### config.mk
export PLATFORM = sky130hd
export DESIGN_NAME = wwt_top
export DESIGN_NICKNAME = d
export VERILOG_FILES = /design/src/hdl/wwt_pkg.sv /design/src/hdl/wwt_tick_if.sv /design/src/hdl/wwt_top.sv /design/src/hdl/wwt_tick.sv
export SDC_FILE = /design/constraint.sdc
export NUM_CORES = 1
export LEC_CHECK = 0
export BUFFER_PORTS_ARGS = -buffer_cell sky130_fd_sc_hd__buf_4
export CAP_MARGIN = 20
export CORE_ASPECT_RATIO = 0.9
export CORE_MARGIN = 2
export CORE_UTILIZATION = 45
export DETAILED_ROUTE_END_ITERATION = 16
export GPL_TIMING_DRIVEN = 0
export RECOVER_POWER = 50
export SLEW_MARGIN = 20
export SYNTH_ARGS = -nofsm -noshare
export SYNTH_HDL_FRONTEND = slang
export SYNTH_SLANG_ARGS = --single-unit
### constraint.sdc
create_clock -name CLOCK -period 6.2 [get_ports CLOCK]
set_input_delay 0 -clock CLOCK [delete_from_list [all_inputs] [get_ports CLOCK]]
set_output_delay 0 -clock CLOCK [all_outputs]
set_load 0.02 [all_outputs]
### src/hdl/wwt_pkg.sv
// Constants for the windowed watchdog timer: register map, fields and reset values.
// Assumes a single system clock and a plain register port with byte addresses.
package wwt_pkg;
	localparam int          CNT_W        = 24;
	localparam int          ADDR_W       = 8;
	localparam int          DATA_W       = 32;
	localparam int          PRE_W        = 3;
	localparam logic [7:0]  OFS_CTRL     = 8'h00;
	localparam logic [7:0]  OFS_RELOAD   = 8'h04;
	localparam logic [7:0]  OFS_WINDOW   = 8'h08;
	localparam logic [7:0]  OFS_COUNT    = 8'h0c;
	localparam logic [7:0]  OFS_STATUS   = 8'h10;
	localparam int          CTRL_EN      = 0;
	localparam int          CTRL_MODE    = 1;
	localparam int          CTRL_WIE     = 2;
	localparam int          CTRL_UIE     = 3;
	localparam int          CTRL_CSEL_LO = 4;
	localparam int          STAT_WIN     = 0;
	localparam int          STAT_UDF     = 1;
	localparam logic [23:0] RELOAD_RST   = 24'hffffff;
	localparam logic [23:0] WINDOW_RST   = 24'h000000;
	localparam logic [1:0]  CSEL_RST     = 2'h0;
endpackage

### src/hdl/wwt_tick_if.sv
// Carries the count clock selection to the tick generator and the count tick back.
// Assumes both ends run on the system clock.
`timescale 1ns/10ps
interface wwt_tick_if;
	logic [1:0] csel;
	logic       tick;
	modport src (input csel, output tick);
	modport snk (output csel, input tick);
endinterface

### src/hdl/wwt_top.sv
// Windowed watchdog timer: registers, 24-bit down counter, window and underflow events.
// Assumes a plain register port on the system clock and an asynchronous RC oscillator pin.
// Function
// - Watchdog count is a 24-bit down counter readable by software.
// - Counter equal to window value raises an interrupt when enabled.
// - Underflow interval follows the software reload value.
// - Underflow in reset mode asserts an internal reset request.
// - Software selects whether underflow causes reset or periodic interrupt.
// - Interrupt mode makes it a repeating interval timer.
// - Counting runs on the dedicated RC oscillator with selectable count clock.
// - An output pulse marks each counter underflow.
`timescale 1ns/10ps
module wwt_top
	import wwt_pkg::*;
(
	// System
	input  wire logic              CLOCK,
	input  wire logic              NRST,
	// Oscillator pin
	input  wire logic              RC_OSC,
	// Register port
	input  wire logic [ADDR_W-1:0] ADDR,
	input  wire logic [DATA_W-1:0] WDATA,
	input  wire logic              WR,
	input  wire logic              RD,
	output logic      [DATA_W-1:0] RDATA,
	// Events
	output logic                   RESET_REQ,
	output logic                   IRQ,
	output logic                   OVF_OUT
);
	typedef struct packed {
		logic              en;
		logic              mode;
		logic              wie;
		logic              uie;
		logic [1:0]        csel;
		logic [CNT_W-1:0]  reload;
		logic [CNT_W-1:0]  window;
		logic [CNT_W-1:0]  cnt;
		logic              wflag;
		logic              uflag;
		logic              rst_req;
		logic              ovf;
		logic              irq;
		logic [DATA_W-1:0] rdata;
	} wwt_state_t;

	wwt_state_t st_r;
	wwt_state_t st_nxt;
	wwt_tick_if tk ();
	logic       tick;
	logic       udf;
	logic       win_hit;
	logic       load;

	wwt_tick u_tick (
		.CLOCK  (CLOCK),
		.NRST   (NRST),
		.rc_osc (RC_OSC),
		.tk     (tk)
	);

	assign tk.csel = st_r.csel;
	assign tick = tk.tick;
	assign load = WR && ((ADDR == OFS_COUNT) || (ADDR == OFS_CTRL && WDATA[CTRL_EN] && !st_r.en));
	assign udf = tick && st_r.en && !load && (st_r.cnt == '0);
	assign win_hit = tick && st_r.en && !load && (st_r.cnt != '0)
		&& ((st_r.cnt - 24'h1) == st_r.window);

	always_comb begin
		st_nxt = st_r;
		st_nxt.rdata = '0;
		if (WR) begin
			case (ADDR)
				OFS_CTRL: begin
					st_nxt.en = WDATA[CTRL_EN];
					st_nxt.mode = WDATA[CTRL_MODE];
					st_nxt.wie = WDATA[CTRL_WIE];
					st_nxt.uie = WDATA[CTRL_UIE];
					st_nxt.csel = WDATA[CTRL_CSEL_LO +: 2];
				end
				OFS_RELOAD: st_nxt.reload = WDATA[CNT_W-1:0];
				OFS_WINDOW: st_nxt.window = WDATA[CNT_W-1:0];
				OFS_STATUS: begin
					if (WDATA[STAT_WIN]) st_nxt.wflag = 1'b0;
					if (WDATA[STAT_UDF]) st_nxt.uflag = 1'b0;
				end
				default: ;
			endcase
		end
		// A write to the count register is the kick; it restarts from the reload value.
		if (load) begin
			st_nxt.cnt = st_r.reload;
		end else if (udf) begin
			st_nxt.cnt = st_r.reload;
		end else if (tick && st_r.en) begin
			st_nxt.cnt = st_r.cnt - 24'h1;
		end
		// Hardware sets are applied last, so an event beats a clear in the same cycle.
		if (win_hit) st_nxt.wflag = 1'b1;
		if (udf && st_r.mode) st_nxt.uflag = 1'b1;
		st_nxt.rst_req = udf && !st_r.mode;
		st_nxt.ovf = udf;
		st_nxt.irq = (st_nxt.wflag && st_nxt.wie) || (st_nxt.uflag && st_nxt.uie);
		if (RD) begin
			case (ADDR)
				OFS_CTRL: st_nxt.rdata = {26'h0, st_r.csel, st_r.uie, st_r.wie, st_r.mode, st_r.en};
				OFS_RELOAD: st_nxt.rdata = {8'h0, st_r.reload};
				OFS_WINDOW: st_nxt.rdata = {8'h0, st_r.window};
				OFS_COUNT: st_nxt.rdata = {8'h0, st_r.cnt};
				OFS_STATUS: st_nxt.rdata = {30'h0, st_r.uflag, st_r.wflag};
				default: st_nxt.rdata = '0;
			endcase
		end
	end

	always_ff @(posedge CLOCK or negedge NRST) begin
		if (!NRST) begin
			st_r <= '0;
			st_r.reload <= RELOAD_RST;
			st_r.window <= WINDOW_RST;
			st_r.csel <= CSEL_RST;
			st_r.cnt <= RELOAD_RST;
		end else begin
			st_r <= st_nxt;
		end
	end

	assign RDATA = st_r.rdata;
	assign RESET_REQ = st_r.rst_req;
	assign IRQ = st_r.irq;
	assign OVF_OUT = st_r.ovf;
endmodule

### src/hdl/wwt_tick.sv
// Count tick generator: samples the dedicated RC oscillator and divides its edges.
// Assumes the oscillator is far slower than the system clock and arrives asynchronously.
`timescale 1ns/10ps
module wwt_tick
	import wwt_pkg::*;
(
	// System
	input  wire logic CLOCK,
	input  wire logic NRST,
	// Oscillator pin
	input  wire logic rc_osc,
	// Tick link
	wwt_tick_if.src   tk
);
	typedef struct packed {
		logic             s1;
		logic             s2;
		logic             prev;
		logic [PRE_W-1:0] pre;
		logic             tick;
	} wwt_tick_st_t;

	wwt_tick_st_t st_r;
	wwt_tick_st_t st_nxt;
	logic [PRE_W-1:0] mask;

	always_comb begin
		st_nxt = st_r;
		mask = PRE_W'((4'h1 << tk.csel) - 4'h1);
		// Only the second stage feeds the edge detect, so metastability stays contained.
		st_nxt.s1 = rc_osc;
		st_nxt.s2 = st_r.s1;
		st_nxt.prev = st_r.s2;
		st_nxt.tick = 1'b0;
		if (st_r.s2 && !st_r.prev) begin
			st_nxt.pre = st_r.pre + 3'h1;
			st_nxt.tick = ((st_r.pre & mask) == mask);
		end
	end

	always_ff @(posedge CLOCK or negedge NRST) begin
		if (!NRST) begin
			st_r <= '0;
		end else begin
			st_r <= st_nxt;
		end
	end

	assign tk.tick = st_r.tick;
endmodule

---- Yosys cells after proc, flatten, opt, wreduce, memory -nomap -nowiden ----
Index checks and enable logic that the tools add are counted.
storage, ports and cells
  word-level logic and storage cells ...... 72
  bits in registers ....................... 122
  bits of input ports ..................... 45
  output and inout port bits .............. 35
cells by class
  reductions and logical operators ........ 26
  mux-type cells .......................... 16
  $add $sub $neg .......................... 3
  equality and inequality tests ........... 6
  bitwise logic cells ..................... 1
  shifts and indexed selects .............. 1
operator list
  cell                     number
  $mux W24                 6
  $pmux W24 S5             1
  $mux W52                 1
  $eq A24 B24 Y1           1
  $logic_not A24 Y1        1
  $reduce_bool A24 Y1      1
  $sub A24 B1 Y24 const B  1
  $eq A8 B4 Y1 const B     2
  $logic_and A1 B1 Y1      13
  $eq A8 B3 Y1 const B     1
  $eq A8 B5 Y1 const B     1
  $logic_not A8 Y1         1
  $reduce_and A2 Y1        3
  $mux W1                  5
  $logic_not A1 Y1         4
  $mux W2                  2
  $mux W4                  1
  $add A3 B1 Y3 const B    1
  $and A3 B3 Y3            1
  $eq A3 B3 Y1             1
  $reduce_bool A3 Y1       1
  $shl A1 B2 Y3 const A    1
  $sub A3 B1 Y3 const B    1
  $logic_or A1 B1 Y1       2

---- Longest topological paths before layout ----
Gate-level depths: netlist of run 1.
  depth in word-level cells ............... 12
  mapped depth ............................ 12

---- Cells and area by module ----
A second synthesis of run 1 with hierarchy kept.
unflattened totals
  cell total of the unflattened synthesis .. 608
  area, all modules ....................... 6286.0 µm²
by module, submodules not included
  module    seq. area each (µm²)  area each (µm²)  times used  cells an instance
  wwt_top   2737.6                6025.8           1           590
  wwt_tick  175.2                 260.2            1           18

---- Least setup slack after synthesis of run 1 ----
Ideal clock, no wire load.
  path type ............................... reg2reg
  start point ............................. register st_r[37] (netlist bit)
  end point ............................... register st_r, in the netlist IRQ
  cell stages (with the launch flop) ...... 13
  clock period less this slack ............ 2754 ps
  arrival ................................. 2688 ps
  path slack .............................. 3446 ps
  cell sequence ........................... dfstp_2 -> clkbuf_1 -> inv_1 -> ha_1 -> clkbuf_1 -> nor3b_1 -> buf_2 -> and3_1 -> o21a_1 -> nor4_2 -> o2111ai_1 -> o31ai_2 -> a22o_1
RTL lines
  what                      line            source
  start: declaration        wwt_top.sv:49   wwt_state_t st_r;
  start signal: assignment  wwt_top.sv:126  st_r <= st_nxt;

==> flow_summary.yaml, run 1 <==
detailed_routing:
  drtPass1Iterations: 5
  drt_iter0_drc: 473
  ant_nets: 0
  viasPerCell: 5.63
  drcViolationCount: 0
  wl_per_cell_microns: 19.4
  drt_wl_total_microns: 18700
  num_vias: 5429
worst_setup_path:
  critPathCaptureType: "register"
  critical_path_required_ns: 6.57
  crit_type: "register to register"
  cp-start-kind: "register"
  worstPathArrival_ns: 3.86
  path_max_fanout: 10
grt:
  grt_pass1_wl_microns: 29600
  antenna_found_initial: 0
  grt_pass1_vias: 5196
  overflow: 0
  grtUsageTotal: 0.255
  grt_max_degree: 115
floorplanning:
  coreArea_sq_mm: 0.0141
  ios: 80
  initial_utilization: 0.464
  die_y_microns: 118
  rows: 41
  dieWidth_microns: 131
  dieArea_sq_mm: 0.0155
placement:
  dp_cells: 906
  hpwl_microns: 13300
  gp_congestion: 0.918
  portBuffers: 60
  place_area_sq_mm: 0.00726
  dp_slack_ns: 2.77
cells_and_area:
  final_cell_mix: "85 x buf_4, 72 x mux2_2, 66 x dfrtp_1"
  area_growth_syn_to_layout_pct: 24.4
  final_common_cell: "buf_4"
  design_area_sq_mm: 0.00813
  post_route_cells_drive_above_1_share: 0.351
  fin_nets: 806
  fin_cells: 964
  fill_cells: 1240
  n_antenna_cell: 0
logic_synthesis:
  synth_top_area_frac: 0.253
  yosysWarnings: 0
  syn_avg_cell_area_sq_um: 10.1
  async_flop_share: 1.00
  synth_edf_count: 0
  synth_area_sq_mm: 0.00654
  ys_top_cells_by_area: "dfrtp_1 25%, dfstp_2 19%, mux2_2 12%, buf_4 3.9%, a22oi_1 3.0%"
  syn-instance-count: 646
  synth.distinct_cells: 72
  synth_flop_cell: "dfrtp_1"
  synth-seq-area-share: 0.445
  synth_top_area_cell: "dfrtp_1"
  ys_ff_latch: 114
pwr:
  pwr-share-clk: 0.386
  p_comb_frac: 0.273
  p_seq_frac: 0.341
  p_int_mw: 1.81
  power.leakage_nw: 3.47
  switchingPower_uw: 924
  switching_share: 0.337
  finalPower_mw: 2.74
  ir_worst_vdd_mv: 0.218
  power_density_mw_per_mm2: 337
clock_tree:
  cts_max_path_buffers: 2
  clock_latency_ns: 0.43
  tritoncts: "built"
  cts.sinks: 114
  cts_buffers: 17
  clkSlewWorstSetupHoldPaths_ns: 0.06
  postCtsSetupBuffers: 0
  root_buffer: "clkbuf_16"
  htreeDepth: 4
sta:
  relSlewSlack: 0.401
  setup_violations: 0
  fin_ws_ns: 2.71
  final_hold_viol_count: 0
  period_needed_ns: 3.49
  drv_slew: 0
  fin_setup_tns_ns: 0
  timing.final.crit_share: 0.563
  rsz0062_at_grt: "no"
  worst_slew_pin_slew_ns: 0.899
  fin_skew_ns: 0.00803
  max_freq_mhz: 287
run_status:
  outcome: "complete, no violations"
job:
  max-cap-violations: 0
hold_path:
  hold_class: "input pin to register"
-- kinds of logic after synthesis --
kind of cell / after synthesis / synth area share
flops: 114 / 0.445
mux: 75 / 0.129
other cells: 1 / 0.000573
xor+xnor: 31 / 0.0415
compound gates: 142 / 0.145
fa+ha+maj: 3 / 0.00574
buf+inv: 91 / 0.0769
simple gates: 189 / 0.156
-- critical path: stages (launching register included) --
cell and delay [ns]:
dfstp_2 0.36, clkbuf_1 0.24, inv_1 0.16, ha_1 0.15
clkbuf_1 0.33, nor4b_1 0.40, nand4_1 0.46, a2111o_1 0.44
nand3_1 0.15, nand4_1 0.12, o31ai_2 0.41, a22o_1 0.20
-- metrics by stage --
step | utilization | hold WS, ns
CTS | 0.578 | 0.0465
floorplan | - | -0.296
global placement | 0.515 | 0.111
finish | 0.576 | 0.0614
detailed placement | 0.515 | 0.110
global route | 0.576 | 0.0988
-- cells in the mapped netlist (12+ instances only) --
master and count:
a21oi_1 22, a22oi_1 26, buf_4 34, clkbuf_1 30, dfrtp_1 66, dfstp_2 48
inv_1 12, mux2_2 72, nand2_1 52, nor2_1 51, nor3_1 14, o21ai_0 37
xnor2_1 17, xor2_1 14
-- timing repair --
| action | in CTS | in global routing |
|---|---|---|
| endpoints found under the hold margin | 122 | 0 |
| hold buffers | 26 | 0 |
| resized for setup | 0 | 0 |
| endpoints found under the setup margin | 0 | 0 |
-- metal layers --
metal | track usage | vias to the layer above | share of wire | wire length [microns]
li1 | - | 2527 | - | -
met1 | 0.383 | 2725 | 0.48 | 9050
met2 | 0.359 | 150 | 0.44 | 8260
met3 | 0.0638 | 27 | 0.055 | 1030
met4 | 0.0751 | 0 | 0.018 | 344
met5 | 0 | - | 0 | 0
-- flip-flops by register name (all words and copies together) (netlist names) --
register / cells
RESET_REQ: 1
RDATA: 24
u_tick.st_nxt: 2
u_tick.st_r: 4
tk.csel: 2
OVF_OUT: 1
st_r: 78
IRQ: 1
u_tick.tk.tick: 1
-- layout make-up --
class,count,area [sq um],area share
tap,193,241,0.0297
buffer,79,458,0.0563
clock inverter,15,209,0.0257
clock buffer,17,425,0.0523
inverter,12,45.0,0.00554
multi-input combinational,448,3150,0.387
sequential,114,2910,0.358
timing repair buffer,86,691,0.0849
-- power groups by stage --
stage / clock network [mW] / logic [mW] / registers [mW]
after floorplan: 0 / 0.525 / 0.919
after detailed placement: 0 / 0.718 / 0.944
final: 1.06 / 0.747 / 0.935
after global routing: 1.11 / 0.819 / 0.946
after global placement: 0 / 0.703 / 0.938
after CTS: 1.07 / 0.736 / 0.932
-- worst paths after layout --
kind,start,endpoint,slack [ns],cells after the start
setup / recovery,st_r[37]$_DFFE_PN1P_,IRQ$_DFF_PN0_,2.71,11
hold / removal,RD,RDATA[5]$_DFF_PN0_,0.06,3
setup reg to reg,st_r[37]$_DFFE_PN1P_,IRQ$_DFF_PN0_,2.71,11
hold reg to reg,u_tick.st_nxt[5]$_DFF_PN0_,u_tick.st_nxt[4]$_DFF_PN0_,0.36,0
min in group asynchronous,NRST,u_tick.st_nxt[4]$_DFF_PN0_,0.25,2
max in group asynchronous,NRST,RDATA[20]$_DFF_PN0_,5.32,2
Power figures use the tool's default switching activity.
==> run 2, diff against run 1 <==
- clock period: 6.2 -> 3.7 ns (I/O delays scaled with it)
==> run 2 against run 1 <==
The run now ends with capacitance limit, slew limit left. Global-route usage is the same. Core utilization is essentially flat. Final cell count grew 0.10%. First-iteration DRC count grew 8.2%. Sequential share of layout area is essentially flat. Fmax grew 0.58%. Routed wire length grew 0.45%. Clock power grew 67%. Worst setup slack lost 2.5 ns. Total power grew 68%. Clock skew is essentially flat. Critical endpoint unchanged. Largest cell class unchanged.
==> flow_summary.yaml, run 2 (synthesis gave the netlist of run 1 again) <==
worst_setup_path:
  critical_path_required_ns: 4.07
  crit_type: "register to register"
  worstPathArrival_ns: 3.84
  cp_top_family: "buffers and inverters"
  crit_slowest_cell: "dfstp_2"
  path_buf_inv: 4
  crit_top_cell: "clkbuf_1"
  path_cells: "clkbuf_1 -> inv_1 -> ha_1 -> clkbuf_1 -> nor3b_1 -> buf_2 -> and3_1 -> o21a_1 -> nor4_2 -> o2111ai_1 -> o31ai_2 -> a22o_1"
  path_max_fanout: 10
  cp-start-kind: "register"
  critPathCaptureType: "register"
  cpPeakStageDelay_ns: 0.51
floorplanning:
  rows: 41
  dieWidth_microns: 131
  dieArea_sq_mm: 0.0155
  die_y_microns: 118
  ios: 80
  coreArea_sq_mm: 0.0141
  initial_utilization: 0.464
detailed_routing:
  highest_layer: "met4"
  num_vias: 5480
  wl_per_cell_microns: 19.5
  wl_met3_microns: 1120
  viasPerCell: 5.68
  drt_iter0_drc: 512
  drt_wl_total_microns: 18800
  ant_nets: 0
  wl_met2_microns: 8290
  drtPass1Iterations: 5
  drcViolationCount: 0
  drt-met1-wl_microns: 9060
grt:
  grt_pass1_vias: 5196
  grt_pass1_wl_microns: 29600
  overflow: 0
  grtUsageTotal: 0.255
  antenna_found_initial: 0
  grt_max_degree: 115
sta:
  hold_ws_ns: 0.0641
  timing.final.crit_share: 0.937
  drv_slew: 115
  setup_violations: 0
  relSlewSlack: -0.845
  period_needed_ns: 3.47
  final_hold_viol_count: 0
  max_freq_mhz: 288
  fin_setup_tns_ns: 0
  worst_slew_pin_slew_ns: 2.77
  fin_skew_ns: 0.00850
  rsz0062_at_grt: "no"
clock_tree:
  cts_max_path_buffers: 2
  cts_buffers: 17
  tritoncts: "built"
  htreeDepth: 4
  clock_latency_ns: 0.43
  cts_resized: 0
  root_buffer: "clkbuf_16"
  clkSlewWorstSetupHoldPaths_ns: 0.06
  cts.sinks: 114
placement:
  gp_congestion: 0.918
  hpwl_microns: 13300
  portBuffers: 60
pwr:
  finalPower_mw: 4.59
  power_density_mw_per_mm2: 565
  ir_worst_vdd_mv: 0.363
  power.leakage_nw: 3.47
cells_and_area:
  utilization: 0.576
  seq_area_sq_mm: 0.00291
  area_growth_syn_to_layout_pct: 24.3
  post_route_cells_drive_above_1_share: 0.352
  top_register: "st_r"
  final_cell_mix: "86 x buf_4, 72 x mux2_2, 66 x dfrtp_1"
  fin_nets: 807
  fill_cells: 1241
  n_antenna_cell: 0
  multi_input_area_sq_mm: 0.00315
  final_common_cell: "buf_4"
  largest_reg_flops: 78
job:
  max-cap-violations: 1
run_status:
  violations: "capacitance limit, slew limit"
  outcome: "complete, but fails checks"
hold_path:
  hold_class: "input pin to register"
==> run 2: final timing paths <==
check	startpoint	end	slack (ns)	cells after the start
setup / recovery	st_r[37]$_DFFE_PN1P_	IRQ$_DFF_PN0_	0.23	12
hold / removal	RD	RDATA[5]$_DFF_PN0_	0.06	3
setup reg to reg	st_r[37]$_DFFE_PN1P_	IRQ$_DFF_PN0_	0.23	12
hold reg to reg	u_tick.st_nxt[5]$_DFF_PN0_	u_tick.st_nxt[4]$_DFF_PN0_	0.36	0
max in group asynchronous	NRST	RDATA[20]$_DFF_PN0_	1.09	2
min in group asynchronous	NRST	u_tick.st_nxt[4]$_DFF_PN0_	0.99	2
==> run 2: report_power, final <==
group,switching (mW),internal (mW),total (mW)
clock,0.641,1.13,1.77
sequential,0.133,1.43,1.57
combinational,0.777,0.475,1.25
==> run 2: stage by stage <==
| step | setup slack (ns) | std cells | area [sq um] |
|---|---|---|---|
| 2_1_floorplan | 0.946 | 653 | 6570 |
| 3_3_place_gp | 0.313 | 906 | 7260 |
| 3_5_place_dp | 0.268 | 906 | 7260 |
| 4_1_cts | 0.239 | 964 | 8160 |
| 5_1_grt | 0.0107 | 965 | 8130 |
| 6_report | 0.232 | 965 | 8130 |
==> run 2: per-layer routing <==
metal / up-vias / track usage
met1: 2758 / 0.383
met2: 171 / 0.359
met3: 23 / 0.0638
met4: 0 / 0.0751
li1: 2528 / -
met5: - / 0
==> run 2: cell type report <==
cell class                 count  area share
buffer                        79      0.0563
clock buffer                  17      0.0523
clock inverter                15      0.0257
inverter                      12     0.00554
multi-input combinational    448       0.387
sequential                   114       0.358
tap                          193      0.0297
timing repair buffer          87      0.0848
==> run 2: timing repair <==
item | CTS | global route
hold endpoints to repair | 122 | 0
buffers inserted | 0 | 1
hold buffers | 26 | 0
setup endpoints to repair | 0 | 1
==> run 2: worst min-delay path, stage by stage <==
cell and delay (ns):
buf_4 0.10, nand4_1 0.26, a31oi_1 0.08
